**src/rtl/apcd_pkg.sv**
```systemverilog
package apcd_pkg;
	// ------------------------------------------------------------
	// register indices (byte address = 4 * index)
	// ------------------------------------------------------------
	localparam logic [7:0] IDX_SRC_SEL    = 8'h19;
	localparam logic [7:0] IDX_BIT_DIV    = 8'h1a;
	localparam logic [7:0] IDX_WORD_DIV   = 8'h1b;
	localparam logic [7:0] IDX_PULSE_DENSITY_CONFIG    = 8'h1c;
	localparam logic [7:0] IDX_PULSE_DENSITY_DIVIDER    = 8'h1d;
	localparam logic [7:0] IDX_STREAM_DIV = 8'h1e;
	localparam logic [7:0] IDX_SERIAL_CFG = 8'h18;
	localparam logic [7:0] IDX_STATUS     = 8'h1f;

	// ------------------------------------------------------------
	// reset values
	// ------------------------------------------------------------
	localparam logic [7:0] RST_SRC_SEL    = 8'h00;
	localparam logic [7:0] RST_BIT_DIV    = 8'h01;
	localparam logic [7:0] RST_WORD_DIV   = 8'h40;
	localparam logic [7:0] RST_PULSE_DENSITY_CONFIG    = 8'h00;
	localparam logic [7:0] RST_PULSE_DENSITY_DIVIDER    = 8'h08;
	localparam logic [7:0] RST_STREAM_DIV = 8'h08;
	localparam logic [7:0] RST_SERIAL_CFG = 8'h00;

	// ------------------------------------------------------------
	// field positions
	// ------------------------------------------------------------
	localparam int POS_POWER      = 7;
	localparam int POS_EDGE       = 2;
	localparam int POS_IN_DIR     = 1;
	localparam int POS_OUT_DIR    = 0;
	localparam int POS_WORD_DIR   = 5;
	localparam int POS_BIT_DIR    = 4;
	localparam int RATIO_W        = 7;
	localparam logic [6:0] RATIO_MIN_CODE = 7'h20;
	localparam logic [7:0] RATIO_ZERO_DIV = 8'h80;

	// clock source selector codes
	typedef enum logic [1:0] {
		SRC_DAC_MOD,
		SRC_ADC_MOD,
		SRC_PLL_NDIV,
		SRC_RESERVED
	} apcd_src_t;
endpackage

```
**src/rtl/apcd_divider.sv**
```systemverilog
`timescale 1ns/1ps
`default_nettype none
module apcd_divider #(
	parameter int RW = 7
) (
	input  wire logic          clk_sys,
	input  wire logic          rst,
	input  wire logic          tickIn,
	input  wire logic          powerUp,
	input  wire logic [RW-1:0] ratioCode,
	output logic               divClk,
	output logic               divTick,
	output logic               ratioValid
);
	logic [RW:0] cnt_q;
	logic [RW:0] cnt_d;
	logic        clk_q;
	logic        clk_d;
	logic [RW:0] divisor;

	// ------------------------------------------------------------
	// ratio decode: 0 means the largest division
	// ------------------------------------------------------------
	function automatic logic [RW:0] ratio_of(input logic [RW-1:0] code);
		if (code == '0) begin
			return apcd_pkg::RATIO_ZERO_DIV;
		end
		return {1'b0, code};
	endfunction

	assign divisor    = ratio_of(ratioCode);
	assign ratioValid = (ratioCode == '0) || (ratioCode >= apcd_pkg::RATIO_MIN_CODE);

	// counter: held cleared and output low while powered down
	always_comb begin
		cnt_d = cnt_q;
		clk_d = clk_q;
		if (!powerUp || !ratioValid) begin
			cnt_d = '0;
			clk_d = 1'b0;
		end else if (tickIn) begin
			if (cnt_q >= divisor - 8'(1)) begin
				cnt_d = '0;
			end else begin
				cnt_d = cnt_q + 8'(1);
			end
			// high for the first half; odd ratios get the shorter high half
			clk_d = (cnt_d < (divisor >> 1));
		end
	end

	always_ff @(posedge clk_sys or posedge rst) begin
		if (rst) begin
			cnt_q <= '0;
			clk_q <= 1'b0;
		end else begin
			cnt_q <= cnt_d;
			clk_q <= clk_d;
		end
	end

	assign divClk  = clk_q;
	assign divTick = powerUp && ratioValid && tickIn && (cnt_q >= divisor - 8'(1));

	AST_HELD_DOWN: assert property (@(posedge clk_sys) disable iff (rst)
		!powerUp |=> (cnt_q == '0) && !divClk)
		else $error("divider not held cleared while powered down");
	AST_WRAP: assert property (@(posedge clk_sys) disable iff (rst)
		divTick |=> cnt_q == '0)
		else $error("divider did not wrap at ratio");
endmodule
`default_nettype wire

```
**src/rtl/apcd_top.sv**
```systemverilog
// How it works
// - selector picks the bit divider clock; word divider divides the bit clock
// - bit divider power bit seven
// - bit ratio: 0 is 128, 32-127 literal
// - word divider power bit seven
// - word ratio same mapping, resets to 40h
// - pdm data sampled rising or falling edge
// - pdm in/out clock direction bits
// - pdm input divider power bit seven
// - bitstream divider power bit seven
// - bit clock direction: input or output
// - word clock direction: input or output
//
// The implementer's own choice: the APB slave port.
`timescale 1ns/1ps
`default_nettype none
module apcd_top (
	input  wire logic        clk_sys,
	input  wire logic        rst,
	// apb slave
	input  wire logic        psel,
	input  wire logic        penable,
	input  wire logic        pwrite,
	input  wire logic [11:0] paddr,
	input  wire logic [31:0] pwdata,
	input  wire logic [3:0]  pstrb,
	output logic [31:0]      prdata,
	output logic             pready,
	output logic             pslverr,
	// candidate divider input ticks, one-cycle enables
	input  wire logic        dacModTick,
	input  wire logic        adcModTick,
	input  wire logic        pllNdivTick,
	// serial port clocks
	output logic             bitClkOut,
	output logic             bitClkOe,
	output logic             wordClkOut,
	output logic             wordClkOe,
	// pdm clocks and data
	input  wire logic        densityInClkIn,
	output logic             densityInClkOut,
	output logic             densityInClkOe,
	input  wire logic        densityOutClkIn,
	output logic             densityOutClkOut,
	output logic             densityOutClkOe,
	input  wire logic        densityData,
	output logic             densitySample,
	output logic             densitySampleValid,
	// power enables of the pdm and bitstream dividers
	output logic             densityDividerPower,
	output logic             bitstreamDividerPower
);
	// ------------------------------------------------------------
	// register file
	// ------------------------------------------------------------
	logic [7:0] srcSel_q, srcSel_d;
	logic [7:0] bitDiv_q, bitDiv_d;
	logic [7:0] wordDiv_q, wordDiv_d;
	logic [7:0] pdmCfg_q, pdmCfg_d;
	logic [7:0] pdmDiv_q, pdmDiv_d;
	logic [7:0] streamDiv_q, streamDiv_d;
	logic [7:0] serialCfg_q, serialCfg_d;
	logic [31:0] prdata_q, prdata_d;
	logic        pslverr_q, pslverr_d;
	logic [9:0]  regIdx;
	logic        access;
	logic        hit;
	logic        bitClk, wordClk, bitTick, wordTick, bitOk, wordOk;
	logic        divInTick;

	assign regIdx = paddr[11:2];
	assign access = psel && penable;

	// function: is this word index one of ours
	function automatic logic idx_hit(input logic [9:0] idx);
		return idx == 10'(apcd_pkg::IDX_SRC_SEL) || idx == 10'(apcd_pkg::IDX_BIT_DIV)
			|| idx == 10'(apcd_pkg::IDX_WORD_DIV) || idx == 10'(apcd_pkg::IDX_PULSE_DENSITY_CONFIG)
			|| idx == 10'(apcd_pkg::IDX_PULSE_DENSITY_DIVIDER) || idx == 10'(apcd_pkg::IDX_STREAM_DIV)
			|| idx == 10'(apcd_pkg::IDX_SERIAL_CFG) || idx == 10'(apcd_pkg::IDX_STATUS);
	endfunction

	assign hit = idx_hit(regIdx) && paddr[1:0] == 2'h0;

	// write and read decode; only byte lane 0 carries data
	always_comb begin
		srcSel_d    = srcSel_q;
		bitDiv_d    = bitDiv_q;
		wordDiv_d   = wordDiv_q;
		pdmCfg_d    = pdmCfg_q;
		pdmDiv_d    = pdmDiv_q;
		streamDiv_d = streamDiv_q;
		serialCfg_d = serialCfg_q;
		prdata_d    = prdata_q;
		pslverr_d   = 1'b0;
		if (psel && !penable) begin
			pslverr_d = !hit || (pwrite && regIdx == 10'(apcd_pkg::IDX_STATUS));
			prdata_d  = 32'h0000_0000;
			if (!pwrite) begin
				if (regIdx == 10'(apcd_pkg::IDX_SRC_SEL)) begin
					prdata_d[7:0] = srcSel_q;
				end else if (regIdx == 10'(apcd_pkg::IDX_BIT_DIV)) begin
					prdata_d[7:0] = bitDiv_q;
				end else if (regIdx == 10'(apcd_pkg::IDX_WORD_DIV)) begin
					prdata_d[7:0] = wordDiv_q;
				end else if (regIdx == 10'(apcd_pkg::IDX_PULSE_DENSITY_CONFIG)) begin
					prdata_d[7:0] = pdmCfg_q;
				end else if (regIdx == 10'(apcd_pkg::IDX_PULSE_DENSITY_DIVIDER)) begin
					prdata_d[7:0] = pdmDiv_q;
				end else if (regIdx == 10'(apcd_pkg::IDX_STREAM_DIV)) begin
					prdata_d[7:0] = streamDiv_q;
				end else if (regIdx == 10'(apcd_pkg::IDX_SERIAL_CFG)) begin
					prdata_d[7:0] = serialCfg_q;
				end else if (regIdx == 10'(apcd_pkg::IDX_STATUS)) begin
					// live divider state for software
					prdata_d[5:0] = {wordOk, bitOk, wordClk, bitClk,
						densityDividerPower, bitstreamDividerPower};
				end
			end
		end
		if (access && pwrite && hit && pstrb[0]) begin
			if (regIdx == 10'(apcd_pkg::IDX_SRC_SEL)) begin
				srcSel_d = pwdata[7:0];
			end else if (regIdx == 10'(apcd_pkg::IDX_BIT_DIV)) begin
				bitDiv_d = pwdata[7:0];
			end else if (regIdx == 10'(apcd_pkg::IDX_WORD_DIV)) begin
				wordDiv_d = pwdata[7:0];
			end else if (regIdx == 10'(apcd_pkg::IDX_PULSE_DENSITY_CONFIG)) begin
				pdmCfg_d = pwdata[7:0];
			end else if (regIdx == 10'(apcd_pkg::IDX_PULSE_DENSITY_DIVIDER)) begin
				pdmDiv_d = pwdata[7:0];
			end else if (regIdx == 10'(apcd_pkg::IDX_STREAM_DIV)) begin
				streamDiv_d = pwdata[7:0];
			end else if (regIdx == 10'(apcd_pkg::IDX_SERIAL_CFG)) begin
				serialCfg_d = pwdata[7:0];
			end
		end
	end

	always_ff @(posedge clk_sys or posedge rst) begin
		if (rst) begin
			srcSel_q    <= apcd_pkg::RST_SRC_SEL;
			bitDiv_q    <= apcd_pkg::RST_BIT_DIV;
			wordDiv_q   <= apcd_pkg::RST_WORD_DIV;
			pdmCfg_q    <= apcd_pkg::RST_PULSE_DENSITY_CONFIG;
			pdmDiv_q    <= apcd_pkg::RST_PULSE_DENSITY_DIVIDER;
			streamDiv_q <= apcd_pkg::RST_STREAM_DIV;
			serialCfg_q <= apcd_pkg::RST_SERIAL_CFG;
			prdata_q    <= 32'h0000_0000;
			pslverr_q   <= 1'b0;
		end else begin
			srcSel_q    <= srcSel_d;
			bitDiv_q    <= bitDiv_d;
			wordDiv_q   <= wordDiv_d;
			pdmCfg_q    <= pdmCfg_d;
			pdmDiv_q    <= pdmDiv_d;
			streamDiv_q <= streamDiv_d;
			serialCfg_q <= serialCfg_d;
			prdata_q    <= prdata_d;
			pslverr_q   <= pslverr_d;
		end
	end

	// zero-wait answer; data captured in setup
	assign pready  = 1'b1;
	assign prdata  = prdata_q;
	assign pslverr = access && pslverr_q;

	// ------------------------------------------------------------
	// source selection
	// ------------------------------------------------------------
	// reserved code gives no ticks, so dividers simply stall
	always_comb begin
		case (apcd_src_sel(srcSel_q[1:0]))
			apcd_pkg::SRC_DAC_MOD:  divInTick = dacModTick;
			apcd_pkg::SRC_ADC_MOD:  divInTick = adcModTick;
			apcd_pkg::SRC_PLL_NDIV: divInTick = pllNdivTick;
			default:                divInTick = 1'b0;
		endcase
	end

	function automatic apcd_pkg::apcd_src_t apcd_src_sel(input logic [1:0] code);
		return apcd_pkg::apcd_src_t'(code);
	endfunction

	// ------------------------------------------------------------
	// dividers; word divider counts bit clock periods
	// ------------------------------------------------------------
	apcd_divider #(.RW(apcd_pkg::RATIO_W)) bitDivider (
		.clk_sys    (clk_sys),
		.rst        (rst),
		.tickIn     (divInTick),
		.powerUp    (bitDiv_q[apcd_pkg::POS_POWER]),
		.ratioCode  (bitDiv_q[6:0]),
		.divClk     (bitClk),
		.divTick    (bitTick),
		.ratioValid (bitOk)
	);

	apcd_divider #(.RW(apcd_pkg::RATIO_W)) wordDivider (
		.clk_sys    (clk_sys),
		.rst        (rst),
		.tickIn     (bitTick),
		.powerUp    (wordDiv_q[apcd_pkg::POS_POWER]),
		.ratioCode  (wordDiv_q[6:0]),
		.divClk     (wordClk),
		.divTick    (wordTick),
		.ratioValid (wordOk)
	);

	// pin drive: an input-mode clock is left to the host
	assign bitClkOut  = bitClk;
	assign bitClkOe   = serialCfg_q[apcd_pkg::POS_BIT_DIR];
	assign wordClkOut = wordClk;
	assign wordClkOe  = serialCfg_q[apcd_pkg::POS_WORD_DIR];

	// ------------------------------------------------------------
	// pdm section
	// ------------------------------------------------------------
	logic inClk_q, inClk_d, smp_q, smp_d, smpV_q, smpV_d;
	logic pdmClk;

	assign densityDividerPower   = pdmDiv_q[apcd_pkg::POS_POWER];
	assign bitstreamDividerPower = streamDiv_q[apcd_pkg::POS_POWER];
	assign densityInClkOe        = pdmCfg_q[apcd_pkg::POS_IN_DIR];
	assign densityOutClkOe       = pdmCfg_q[apcd_pkg::POS_OUT_DIR];
	// driven pdm clocks reuse the bit clock, gated by divider power
	assign densityInClkOut       = bitClk && densityDividerPower;
	assign densityOutClkOut      = bitClk && densityDividerPower;
	assign pdmClk = densityInClkOe ? densityInClkOut : densityInClkIn;

	// edge detect on the selected pdm clock, then sample data
	always_comb begin
		inClk_d = pdmClk;
		smp_d   = smp_q;
		smpV_d  = 1'b0;
		if (pdmCfg_q[apcd_pkg::POS_EDGE] ? (inClk_q && !pdmClk)
				: (!inClk_q && pdmClk)) begin
			smp_d  = densityData;
			smpV_d = 1'b1;
		end
	end

	always_ff @(posedge clk_sys or posedge rst) begin
		if (rst) begin
			inClk_q <= 1'b0;
			smp_q   <= 1'b0;
			smpV_q  <= 1'b0;
		end else begin
			inClk_q <= inClk_d;
			smp_q   <= smp_d;
			smpV_q  <= smpV_d;
		end
	end

	assign densitySample      = smp_q;
	assign densitySampleValid = smpV_q;

	// ------------------------------------------------------------
	// checks
	// ------------------------------------------------------------
	AST_SRC_ROUTE: assert property (@(posedge clk_sys) disable iff (rst)
		srcSel_q[1:0] == 2'h3 |-> !divInTick)
		else $error("reserved source passed a tick");
	AST_BIT_OFF: assert property (@(posedge clk_sys) disable iff (rst)
		!bitDiv_q[7] ##1 !bitDiv_q[7] |-> !bitClk)
		else $error("bit clock toggled while powered down");
	AST_WORD_OFF: assert property (@(posedge clk_sys) disable iff (rst)
		!wordDiv_q[7] ##1 !wordDiv_q[7] |-> !wordClk)
		else $error("word clock toggled while powered down");
	AST_RES_RATIO: assert property (@(posedge clk_sys) disable iff (rst)
		bitDiv_q[6:0] inside {[7'h01:7'h1f]} |-> !bitTick)
		else $error("reserved bit ratio divided");
	AST_WORD_RATIO: assert property (@(posedge clk_sys) disable iff (rst)
		wordDiv_q[6:0] inside {[7'h01:7'h1f]} |-> !wordTick)
		else $error("reserved word ratio divided");
	AST_RISE_SAMPLE: assert property (@(posedge clk_sys) disable iff (rst)
		!pdmCfg_q[2] && $stable(pdmCfg_q) && $rose(pdmClk)
			|=> densitySampleValid && densitySample == $past(densityData))
		else $error("rising edge sample missed");
	AST_FALL_SAMPLE: assert property (@(posedge clk_sys) disable iff (rst)
		pdmCfg_q[2] && $stable(pdmCfg_q) && $fell(pdmClk)
			|=> densitySampleValid && densitySample == $past(densityData))
		else $error("falling edge sample missed");
	// an accepted write to the pdm config must apply both directions in the next cycle
	AST_PDM_DIR: assert property (@(posedge clk_sys) disable iff (rst)
		access && pwrite && hit && pstrb[0] && regIdx == 10'(apcd_pkg::IDX_PULSE_DENSITY_CONFIG)
			|=> densityInClkOe == $past(pwdata[1]) && densityOutClkOe == $past(pwdata[0]))
		else $error("pdm direction not applied");
	AST_PDM_PWR: assert property (@(posedge clk_sys) disable iff (rst)
		!densityDividerPower |-> !densityInClkOut && !densityOutClkOut)
		else $error("pdm clock driven while divider down");
	AST_DIRS: assert property (@(posedge clk_sys) disable iff (rst)
		access && pwrite && hit && pstrb[0] && regIdx == 10'(apcd_pkg::IDX_SERIAL_CFG)
			|=> bitClkOe == $past(pwdata[4]) && wordClkOe == $past(pwdata[5]))
		else $error("serial clock direction wrong");
	AST_STREAM: assert property (@(posedge clk_sys) disable iff (rst)
		access && pwrite && hit && pstrb[0] && regIdx == 10'(apcd_pkg::IDX_STREAM_DIV)
			|=> bitstreamDividerPower == $past(pwdata[7]))
		else $error("bitstream power wrong");

	COV_BIT_RUN: cover property (@(posedge clk_sys) disable iff (rst) $rose(bitClk));
	COV_WORD_RUN: cover property (@(posedge clk_sys) disable iff (rst) $rose(wordClk));
	COV_PDM_FALL: cover property (@(posedge clk_sys) disable iff (rst)
		pdmCfg_q[2] && densitySampleValid);
	COV_BAD_ADDR: cover property (@(posedge clk_sys) disable iff (rst) pslverr);
endmodule
`default_nettype wire

```
**config.mk**
```make
export PLATFORM = sky130hd
export DESIGN_NAME = apcd_top
export DESIGN_NICKNAME = d
export VERILOG_FILES = /design/src/rtl/apcd_pkg.sv /design/src/rtl/apcd_divider.sv /design/src/rtl/apcd_top.sv
export SDC_FILE = /design/constraint.sdc
export NUM_CORES = 1
export LEC_CHECK = 0
export BUFFER_PORTS_ARGS = -buffer_cell sky130_fd_sc_hd__buf_2
export CAP_MARGIN = 30
export CORE_MARGIN = 2
export CORE_UTILIZATION = 47
export DETAILED_ROUTE_END_ITERATION = 10
export PLACE_DENSITY_LB_ADDON = 0.05
export SYNTH_ARGS = -nofsm -noshare
export SYNTH_HDL_FRONTEND = slang
export SYNTH_SLANG_ARGS = --single-unit
```
**constraint.sdc**
```tcl
create_clock -name clk_sys -period 5.4 [get_ports clk_sys]
set_input_delay 1.08 -clock clk_sys [delete_from_list [all_inputs] [get_ports clk_sys]]
set_output_delay 1.08 -clock clk_sys [all_outputs]
set_load 0.05 [all_outputs]
```
==> results of run 1 <==
kinds of logic (layout without fill, tap and decap cells):
| kind of cell | Yosys count | in the layout | share of synthesized area, % |
|---|---|---|---|
| buf+inv | 74 | 98 | 7.16 |
| xor+xnor | 19 | 19 | 3.03 |
| flops | 86 | 86 | 39.3 |
| fa+ha+maj | 34 | 34 | 7.76 |
| other cells | 2 | 25 | 0.137 |
| compound gates | 120 | 120 | 14.1 |
| simple gates | 161 | 161 | 14.6 |
| mux | 69 | 69 | 13.9 |
cells in the mapped netlist, drive strengths merged, types with 2 or more instances:
master / number
a2111oi: 3
a211o: 2
a211oi: 5
a21o: 5
a21oi: 27
a22o: 5
a31oi: 3
a32o: 3
and2: 4
and3: 12
buf: 32
clkbuf: 15
conb: 2
dfrtp: 82
dfstp: 4
ha: 34
inv: 27
mux2: 58
mux2i: 11
nand2: 45
nand2b: 7
nand3: 13
nand3b: 3
nand4: 4
nor2: 43
nor2b: 6
nor3: 12
nor4: 2
o211ai: 3
o21a: 3
o21ai: 31
o21bai: 2
o221a: 4
o22ai: 15
o31ai: 3
or2: 2
or3: 4
xnor2: 17
xor2: 2
how the worst max path moves through the flow:
stage | start | end | slack [ps] | cells past startpoint
3_5_place_dp | bitDiv_q[1]$_DFFE_PP0P_ | bitDivider.divClk$_DFFE_PP0P_ | 1230 | 18
2_1_floorplan | bitDiv_q[1]$_DFFE_PP0P_ | bitDivider.divClk$_DFFE_PP0P_ | 1450 | 18
4_1_cts | bitDiv_q[1]$_DFFE_PP0P_ | bitDivider.divClk$_DFFE_PP0P_ | 1200 | 18
5_1_grt | bitDiv_q[1]$_DFFE_PP0P_ | bitDivider.divClk$_DFFE_PP0P_ | 900 | 18
6_report | bitDiv_q[1]$_DFFE_PP0P_ | bitDivider.divClk$_DFFE_PP0P_ | 1240 | 18
3_3_place_gp | bitDiv_q[1]$_DFFE_PP0P_ | bitDivider.divClk$_DFFE_PP0P_ | 1290 | 18
cell type report:
class | count | area [µm²] | share of cell area (%)
multi-input combinational | 428 | 3020 | 50.2
sequential | 86 | 2160 | 35.9
timing repair buffer | 55 | 285 | 4.74
clock buffer | 11 | 233 | 3.87
tap | 143 | 179 | 2.98
inverter | 27 | 103 | 1.71
clock inverter | 5 | 35.0 | 0.583
layer usage:
layer	share of wire, %	wire [µm]	track usage [%]	vias to the layer above
met2	47	6150	34.2	90
li1	-	-	-	2067
met5	0	0	0	-
met4	1.5	195	6.83	0
met1	49	6450	32.5	2105
met3	3.1	406	2.97	14
worst max-delay path, stage by stage (launching register included):
cell and delay (ps):
sky130_fd_sc_hd__dfrtp_1 420, sky130_fd_sc_hd__inv_1 120, sky130_fd_sc_hd__ha_1 150, sky130_fd_sc_hd__or4b_1 440, sky130_fd_sc_hd__or3_1 390, sky130_fd_sc_hd__a21oi_1 240
sky130_fd_sc_hd__xnor2_1 120, sky130_fd_sc_hd__ha_1 310, sky130_fd_sc_hd__and3_1 190, sky130_fd_sc_hd__o211ai_1 100, sky130_fd_sc_hd__o21ai_1 150, sky130_fd_sc_hd__buf_4 220
sky130_fd_sc_hd__nor2_1 70, sky130_fd_sc_hd__ha_1 290, sky130_fd_sc_hd__nand2_1 70, sky130_fd_sc_hd__nor4_1 300, sky130_fd_sc_hd__nor3_1 70, sky130_fd_sc_hd__a211oi_1 230
sky130_fd_sc_hd__o21ai_0 140
flip-flops by register name (all words and copies together), names as in the netlist, 8 cells and up:
| signal | flops |
|---|---|
| bitDiv_q | 8 |
| wordDiv_q | 8 |
| pdmDiv_q | 8 |
| streamDiv_q | 8 |
| wordDivider.cnt_q | 8 |
| prdata | 8 |
| srcSel_q | 8 |
| pdmCfg_q | 8 |
| serialCfg_q | 8 |
| bitDivider.cnt_q | 8 |
power by group:
group / total, µW / switching, µW / internal (µW)
Combinational: 121 / 96.5 / 24.2
Sequential: 648 / 1.19 / 647
Clock: 583 / 270 / 313
Total: 1350 / 367 / 984
through the flow:
stage,utilization (%),hold WS (ps),instance area (µm²)
floorplan,-,475,5570
global placement,50.3,459,5740
detailed placement,50.3,475,5750
CTS,52.7,489,6010
global route,52.7,514,6010
finish,52.7,487,6010
==> impl_results.html, run 1 <==
<table>
<tr><th>Metric</th><th>Value</th></tr>
<tr><th colspan="2">Final layout</th></tr>
<tr><td>Non-Filler Instances</td><td>755</td></tr>
<tr><td>Commonest non-fill, non-tap cell in the layout</td><td>sky130_fd_sc_hd__dfrtp_1</td></tr>
<tr><td>Fraction of layout cells with a size suffix above 1</td><td>23.2%</td></tr>
<tr><td>Antenna cell count</td><td>0</td></tr>
<tr><td>Commonest cells after routing, fill and taps aside</td><td>sky130_fd_sc_hd__dfrtp_1 (82), sky130_fd_sc_hd__mux2_2 (58), sky130_fd_sc_hd__buf_2 (51)</td></tr>
<tr><td>Final net count</td><td>700</td></tr>
<tr><td>Area delta synth-&gt;final</td><td>9.63%</td></tr>
<tr><td>Fill count</td><td>1079</td></tr>
<tr><th colspan="2">Route</th></tr>
<tr><td>1st-iter DRT viols</td><td>302</td></tr>
<tr><td>Number of vias in the routed layout</td><td>4276</td></tr>
<tr><td>DRC violation count after routing</td><td>0</td></tr>
<tr><td>Detailed Routing Iterations Pass 1</td><td>4</td></tr>
<tr><td>Post-route ant nets</td><td>0</td></tr>
<tr><td>Avg Vias per Cell</td><td>5.66</td></tr>
<tr><td>WL per Instance</td><td>17.5 µm</td></tr>
<tr><td>Post-detailed-routing wire length</td><td>13200 µm</td></tr>
<tr><th colspan="2">Min path</th></tr>
<tr><td>HP Start</td><td>prdata[0]$_DFFE_PP0P_</td></tr>
<tr><td>Type of the worst min-delay path</td><td>flip-flop to flip-flop</td></tr>
<tr><td>Instance count along the most critical hold path</td><td>2</td></tr>
<tr><td>End point of the worst hold path</td><td>prdata[0]$_DFFE_PP0P_</td></tr>
<tr><th colspan="2">Timing</th></tr>
<tr><td>Setup-violating endpoint count in the final report</td><td>0</td></tr>
<tr><td>Setup repair after global routing missed its margin</td><td>false</td></tr>
<tr><td>Sum of negative setup slack</td><td>0 ps</td></tr>
<tr><td>Relative slew slack</td><td>35.5%</td></tr>
<tr><td>Minimum clock period after layout</td><td>4160 ps</td></tr>
<tr><td>Final Slew Violations</td><td>0</td></tr>
<tr><td>Maximum frequency from static timing analysis</td><td>0.240 GHz</td></tr>
<tr><td>Worst slew pin tran</td><td>959 ps</td></tr>
<tr><td>Number of failing hold endpoints at the final stage</td><td>0</td></tr>
<tr><td>Clock Skew</td><td>8.95 ps</td></tr>
<tr><td>Slack of the critical path</td><td>1240 ps</td></tr>
<tr><td>Post-route fraction of the period consumed by the critical path</td><td>77.0%</td></tr>
<tr><th colspan="2">Synthesis</th></tr>
<tr><td>Synth unique cells</td><td>56</td></tr>
<tr><td>Number of synthesized flops with an enable pin</td><td>0</td></tr>
<tr><td>Part of the Yosys area used for sequential elements</td><td>39.3%</td></tr>
<tr><td>Warnings, synthesis</td><td>0</td></tr>
<tr><td>Number of storage elements in the synthesis netlist</td><td>86</td></tr>
<tr><td>Post-synthesis instance area</td><td>5490 µm²</td></tr>
<tr><td>Top_reg_cell synth</td><td>sky130_fd_sc_hd__dfrtp_1</td></tr>
<tr><td>Largest area contributor in the netlist</td><td>sky130_fd_sc_hd__dfrtp_1</td></tr>
<tr><td>Largest cells by area after synthesis</td><td>sky130_fd_sc_hd__dfrtp_1 (37%), sky130_fd_sc_hd__mux2_2 (12%), sky130_fd_sc_hd__ha_1 (7.8%), sky130_fd_sc_hd__buf_4 (3.6%), sky130_fd_sc_hd__nand2_1 (3.1%)</td></tr>
<tr><td>Synth async-reset ratio</td><td>100%</td></tr>
<tr><td>Area share of the largest cell type after synthesis</td><td>37.4%</td></tr>
<tr><td>Synthesized area per cell</td><td>9.71 µm²</td></tr>
<tr><td>Instance count of the mapped netlist</td><td>565</td></tr>
<tr><th colspan="2">GRT</th></tr>
<tr><td>Global route total overflow</td><td>0</td></tr>
<tr><td>Number of antenna violations at the first check in global routing</td><td>0</td></tr>
<tr><td>Wire length of the first global-routing pass</td><td>21900 µm</td></tr>
<tr><td>Maximum number of pins on one net before global-route repair</td><td>45</td></tr>
<tr><td>Total track usage</td><td>22.1%</td></tr>
<tr><td>Number of global-route vias before repair</td><td>4179</td></tr>
<tr><th colspan="2">Floorplanning</th></tr>
<tr><td>IO Pins</td><td>105</td></tr>
<tr><td>Die outline height</td><td>112 µm</td></tr>
<tr><td>Full die area</td><td>12600 µm²</td></tr>
<tr><td>Core box area</td><td>11400 µm²</td></tr>
<tr><td>Std cell rows</td><td>39</td></tr>
<tr><td>Chip Width</td><td>112 µm</td></tr>
<tr><td>Initial standard-cell utilization of the core</td><td>48.0%</td></tr>
<tr><th colspan="2">CTS</th></tr>
<tr><td>CTS resizes</td><td>0</td></tr>
<tr><td>Setup fix buffers added after clock tree synthesis</td><td>0</td></tr>
<tr><td>Max H-tree Level</td><td>3</td></tr>
<tr><td>Clock tree from TritonCTS</td><td>built</td></tr>
<tr><td>Hold buffers post-CTS</td><td>0</td></tr>
<tr><td>Total CTS buffers</td><td>9</td></tr>
<tr><td>CTS clk-pin slew, worst paths</td><td>60 ps</td></tr>
<tr><td>TritonCTS Sinks</td><td>86</td></tr>
<tr><td>Library cell used as clock root buffer</td><td>sky130_fd_sc_hd__clkbuf_16</td></tr>
<tr><td>Clock Latency Late Sink</td><td>350 ps</td></tr>
<tr><td>Max Root-Sink Buffers</td><td>2</td></tr>
<tr><th colspan="2">Critical path</th></tr>
<tr><td>Kind of end point of the critical path</td><td>flip-flop</td></tr>
<tr><td>Reg-to-reg setup timing slack</td><td>1240 ps</td></tr>
<tr><td>Kind of start point of the critical path</td><td>flip-flop</td></tr>
<tr><td>Terminus of the critical flop-to-flop path</td><td>bitDivider.divClk$_DFFE_PP0P_</td></tr>
<tr><td>Required time of the critical path</td><td>5610 ps</td></tr>
<tr><td>Critical path class</td><td>flip-flop to flip-flop</td></tr>
<tr><td>Startpoint of the most critical register-to-register path</td><td>bitDiv_q[1]$_DFFE_PP0P_</td></tr>
<tr><td>Highest net fanout along the worst path</td><td>16</td></tr>
<tr><td>Depth of the most critical reg-to-reg path</td><td>18</td></tr>
<tr><td>Worst Path Arrival</td><td>4370 ps</td></tr>
<tr><th colspan="2">Placed design</th></tr>
<tr><td>HPWL after detailed placement</td><td>9560 µm</td></tr>
<tr><td>Port bufs</td><td>51</td></tr>
<tr><td>GPL Wtd Cong</td><td>0.794</td></tr>
<tr><td>Post-Place Worst Slack</td><td>1230 ps</td></tr>
<tr><td>Post-Place Cells</td><td>739</td></tr>
<tr><th colspan="2">Power</th></tr>
<tr><td>Leakage power summed over all cells</td><td>0.00300 µW</td></tr>
<tr><td>Total power</td><td>1350 µW</td></tr>
<tr><td>VDD IR-drop max</td><td>0.154 mV</td></tr>
<tr><td>PwrDens</td><td>225 nW/µm²</td></tr>
<tr><th colspan="2">Flow run</th></tr>
<tr><td>Max-cap violation count</td><td>0</td></tr>
<tr><th colspan="2">Status</th></tr>
<tr><td>Outcome</td><td>finished clean</td></tr>
</table>
No activity file was read; power rests on OpenSTA's default activity.
==> run 2: changes to the inputs <==
- ABC_AREA: default -> 1
- clock period: 5.4 -> 3.4 ns (I/O delays scaled with it)
==> run 2 against run 1 <==
Net effect: clock power increased by 75%; combinational power increased by 29%; first-iteration DRC count increased by 16%; maximum frequency increased by 29%; core utilization increased by 4.2 points; non-clock buffer count increased by 21; critical endpoint unchanged; sequential power increased by 59%; critical path type unchanged; via count increased by 13%; die area decreased by 2.3%; final cell count increased by 25%; clock-buffer cell count decreased by 2.
==> impl_results.html, run 2 <==
<table>
<tr><th>Metric</th><th>Value</th></tr>
<tr><th colspan="2">Route</th></tr>
<tr><td>1st-iter DRT viols</td><td>351</td></tr>
<tr><td>Detailed Routing Iterations Pass 1</td><td>5</td></tr>
<tr><td>WL per Instance</td><td>15.1 µm</td></tr>
<tr><td>DRC violation count after routing</td><td>0</td></tr>
<tr><td>Number of vias in the routed layout</td><td>4822</td></tr>
<tr><td>Post-route ant nets</td><td>0</td></tr>
<tr><td>Avg Vias per Cell</td><td>5.11</td></tr>
<tr><td>Post-detailed-routing wire length</td><td>14200 µm</td></tr>
<tr><th colspan="2">Power</th></tr>
<tr><td>Leakage power summed over all cells</td><td>0.00336 µW</td></tr>
<tr><td>PwrDens</td><td>353 nW/µm²</td></tr>
<tr><td>VDD IR-drop max</td><td>0.238 mV</td></tr>
<tr><th colspan="2">Critical path</th></tr>
<tr><td>Highest net fanout along the worst path</td><td>3</td></tr>
<tr><td>CP peak stage delay</td><td>530 ps</td></tr>
<tr><td>Most frequent cell on the critical path</td><td>sky130_fd_sc_hd__nand2_1</td></tr>
<tr><td>Cell chain of the critical path</td><td>inv_1, ha_1, nand2_1, nor2_4, inv_1, nand2_1, o211ai_1, nor2_1, nand2_1, xor2_1, ha_1, a21oi_1, o21a_1, nand3_2, buf_4, nor3_2, ha_1, nand2_1, inv_1, nand2_1, nand2_1, nand2_1, nand2_1, nand2_1</td></tr>
<tr><td>CP delay by family, top</td><td>simple AND/OR/NAND/NOR gates</td></tr>
<tr><td>Critical-path cell with the highest stage delay</td><td>sky130_fd_sc_hd__dfstp_2</td></tr>
<tr><td>Number of buffer and inverter stages on the critical path</td><td>4</td></tr>
<tr><td>Critical path class</td><td>flip-flop to flip-flop</td></tr>
<tr><td>Kind of end point of the critical path</td><td>flip-flop</td></tr>
<tr><td>Total stage count of the critical path</td><td>24</td></tr>
<tr><td>Depth of the most critical reg-to-reg path</td><td>24</td></tr>
<tr><td>Kind of start point of the critical path</td><td>flip-flop</td></tr>
<tr><td>Required time of the critical path</td><td>3690 ps</td></tr>
<tr><td>Worst Path Arrival</td><td>3510 ps</td></tr>
<tr><th colspan="2">Synthesis</th></tr>
<tr><td>Post-synthesis instance area</td><td>5360 µm²</td></tr>
<tr><td>Synthesized-area fraction occupied by xor and xnor cells</td><td>1.80%</td></tr>
<tr><td>Synth cell count leaders</td><td>sky130_fd_sc_hd__nand2_1 (201), sky130_fd_sc_hd__inv_1 (108), sky130_fd_sc_hd__o21ai_0 (89)</td></tr>
<tr><td>Warnings, synthesis</td><td>0</td></tr>
<tr><td>Number of storage elements in the synthesis netlist</td><td>86</td></tr>
<tr><td>Share of the synthesized area in compound gates (AO/OA/AOI/OAI)</td><td>13.6%</td></tr>
<tr><td>Synth unique cells</td><td>36</td></tr>
<tr><td>Count leader, synth</td><td>sky130_fd_sc_hd__nand2_1</td></tr>
<tr><td>Largest cells by area after synthesis</td><td>sky130_fd_sc_hd__dfrtp_1 (38%), sky130_fd_sc_hd__nand2_1 (14%), sky130_fd_sc_hd__o21ai_0 (8.3%), sky130_fd_sc_hd__ha_1 (7.9%), sky130_fd_sc_hd__inv_1 (7.6%)</td></tr>
<tr><td>Instance count of the mapped netlist</td><td>722</td></tr>
<tr><td>Part of the Yosys area used for sequential elements</td><td>40.3%</td></tr>
<tr><td>Synthesized area per cell</td><td>7.42 µm²</td></tr>
<tr><td>Dominant combinational cell family by area after synthesis</td><td>simple AND/OR/NAND/NOR gates</td></tr>
<tr><td>Top_reg_cell synth</td><td>sky130_fd_sc_hd__dfrtp_1</td></tr>
<tr><td>Number of synthesized flops with an enable pin</td><td>0</td></tr>
<tr><td>Area share of fa/ha/maj cells after synthesis</td><td>7.94%</td></tr>
<tr><td>Largest area contributor in the netlist</td><td>sky130_fd_sc_hd__dfrtp_1</td></tr>
<tr><td>Area share of the largest cell type after synthesis</td><td>38.3%</td></tr>
<tr><td>Area share of and/or/nand/nor cells after synthesis</td><td>24.1%</td></tr>
<tr><td>Mux share of post-synthesis cell area</td><td>0%</td></tr>
<tr><td>Synth async-reset ratio</td><td>100%</td></tr>
<tr><th colspan="2">Timing</th></tr>
<tr><td>Clock Skew</td><td>5.55 ps</td></tr>
<tr><td>Worst slew pin tran</td><td>556 ps</td></tr>
<tr><td>Relative slew slack</td><td>62.5%</td></tr>
<tr><td>Minimum clock period after layout</td><td>3220 ps</td></tr>
<tr><td>Hold WS</td><td>419 ps</td></tr>
<tr><td>Setup-violating endpoint count in the final report</td><td>0</td></tr>
<tr><td>Setup repair after global routing missed its margin</td><td>true</td></tr>
<tr><td>Post-route fraction of the period consumed by the critical path</td><td>94.7%</td></tr>
<tr><td>Number of failing hold endpoints at the final stage</td><td>0</td></tr>
<tr><td>Maximum frequency from static timing analysis</td><td>0.311 GHz</td></tr>
<tr><td>Final Slew Violations</td><td>0</td></tr>
<tr><th colspan="2">Final layout</th></tr>
<tr><td>Fraction of layout cells with a size suffix above 1</td><td>16.1%</td></tr>
<tr><td>Commonest non-fill, non-tap cell in the layout</td><td>sky130_fd_sc_hd__nand2_1</td></tr>
<tr><td>Final net count</td><td>891</td></tr>
<tr><td>Non-Filler Instances</td><td>943</td></tr>
<tr><td>Commonest cells after routing, fill and taps aside</td><td>sky130_fd_sc_hd__nand2_1 (200), sky130_fd_sc_hd__inv_1 (102), sky130_fd_sc_hd__o21ai_0 (87)</td></tr>
<tr><td>Combined flip-flop and latch cell area</td><td>2160 µm²</td></tr>
<tr><td>Design Area, Final</td><td>6250 µm²</td></tr>
<tr><td>Fill count</td><td>1043</td></tr>
<tr><td>Total area of multi-input combinational cells</td><td>2740 µm²</td></tr>
<tr><td>Area delta synth-&gt;final</td><td>16.7%</td></tr>
<tr><td>Antenna cell count</td><td>0</td></tr>
<tr><td>Post-layout util</td><td>56.9%</td></tr>
<tr><th colspan="2">Floorplanning</th></tr>
<tr><td>Die outline height</td><td>111 µm</td></tr>
<tr><td>Chip Width</td><td>111 µm</td></tr>
<tr><td>Core box area</td><td>11000 µm²</td></tr>
<tr><td>IO Pins</td><td>105</td></tr>
<tr><td>Full die area</td><td>12300 µm²</td></tr>
<tr><td>Initial standard-cell utilization of the core</td><td>48.8%</td></tr>
<tr><td>Std cell rows</td><td>38</td></tr>
<tr><th colspan="2">GRT</th></tr>
<tr><td>Number of antenna violations at the first check in global routing</td><td>0</td></tr>
<tr><td>Global route total overflow</td><td>0</td></tr>
<tr><td>Number of global-route vias before repair</td><td>4474</td></tr>
<tr><td>Total track usage</td><td>23.6%</td></tr>
<tr><td>Wire length of the first global-routing pass</td><td>22900 µm</td></tr>
<tr><td>Maximum number of pins on one net before global-route repair</td><td>87</td></tr>
<tr><th colspan="2">CTS</th></tr>
<tr><td>TritonCTS Sinks</td><td>86</td></tr>
<tr><td>Total CTS buffers</td><td>9</td></tr>
<tr><td>CTS clk-pin slew, worst paths</td><td>70 ps</td></tr>
<tr><td>Max Root-Sink Buffers</td><td>2</td></tr>
<tr><td>Max H-tree Level</td><td>3</td></tr>
<tr><td>Clock Latency Late Sink</td><td>350 ps</td></tr>
<tr><td>Library cell used as clock root buffer</td><td>sky130_fd_sc_hd__clkbuf_16</td></tr>
<tr><td>Clock tree from TritonCTS</td><td>built</td></tr>
<tr><th colspan="2">Placed design</th></tr>
<tr><td>Placed Area</td><td>5800 µm²</td></tr>
<tr><td>Post-Place Cells</td><td>922</td></tr>
<tr><td>Port bufs</td><td>51</td></tr>
<tr><td>GPL Wtd Cong</td><td>0.910</td></tr>
<tr><td>HPWL after detailed placement</td><td>10600 µm</td></tr>
<tr><th colspan="2">Min path</th></tr>
<tr><td>Type of the worst min-delay path</td><td>input pin to asynchronous set/reset pin</td></tr>
<tr><th colspan="2">Status</th></tr>
<tr><td>Outcome</td><td>finished clean</td></tr>
<tr><th colspan="2">Flow run</th></tr>
<tr><td>Max-cap violation count</td><td>0</td></tr>
</table>
-- run 2: cells by family after synthesis --
logic type / count (synthesis)
DFF: 86
adders and majority gates: 34
xor gates and xnor gates: 11
other: 2
AOI/OAI and AO/OA: 131
buffers and inverters: 145
and+or+nand+nor: 313
-- run 2: path summary, 6_finish.rpt --
path                                              start  slack, ps                       endpoint
worst min-delay path                                rst        420     serialCfg_q[3]$_DFFE_PP0P_
worst max register to register  bitDiv_q[0]$_DFFE_PP1P_        180  bitDivider.divClk$_DFFE_PP0P_
max in group asynchronous                           rst       2600        pdmDiv_q[3]$_DFFE_PP1P_
worst min register to register    prdata[1]$_DFFE_PP0P_        480          prdata[1]$_DFFE_PP0P_
min in group clk_sys              prdata[1]$_DFFE_PP0P_        480          prdata[1]$_DFFE_PP0P_
worst max-delay path            bitDiv_q[0]$_DFFE_PP1P_        180  bitDivider.divClk$_DFFE_PP0P_
-- run 2: layout make-up --
| class | instances | share of cell area (%) |
|---|---|---|
| well taps | 140 | 2.80 |
| inverters | 111 | 6.69 |
| flip-flops and latches | 86 | 34.5 |
| clock inverters | 7 | 1.16 |
| clock buffers | 9 | 3.61 |
| multi-input cells | 514 | 43.9 |
| repair buffers | 76 | 7.29 |
-- run 2: timing repair --
item | 4_1_cts | 5_1_grt
setup buffers | 0 | 5
hold buffers | 0 | 0
pin swaps | 0 | 18
endpoints found under the setup margin | 1 | 2
gates resized for setup | 1 | 30
-- run 2: tightest hold or removal path, cell delays in order --
cell and delay, ps:
sky130_fd_sc_hd__buf_2 110, sky130_fd_sc_hd__clkinv_2 50, sky130_fd_sc_hd__buf_12 370
-- run 2: through the flow --
step | total power, µW | TNS [ps] | worst slack [ps]
final | 2200 | 0 | 181
after global routing | 2270 | -87.5 | -44.9
after CTS | 2220 | 0 | 11.6
after detailed placement | 1210 | 0 | 12.7
after global placement | 1200 | 0 | 101
after floorplan | 1180 | 0 | 413
-- run 2: routing by layer --
layer	up-vias	routed length [µm]	track usage, %
met5	-	0	0
met4	0	279	8.42
met3	16	491	2.90
met2	122	6690	38.7
met1	2237	6780	32.2
li1	2447	-	-
-- run 2: power breakdown --
group,total [µW],internal [µW],switching (µW)
Clock,1020,572,446
Sequential,1030,1030,1.46
Combinational,156,24.2,132
Total,2200,1620,579
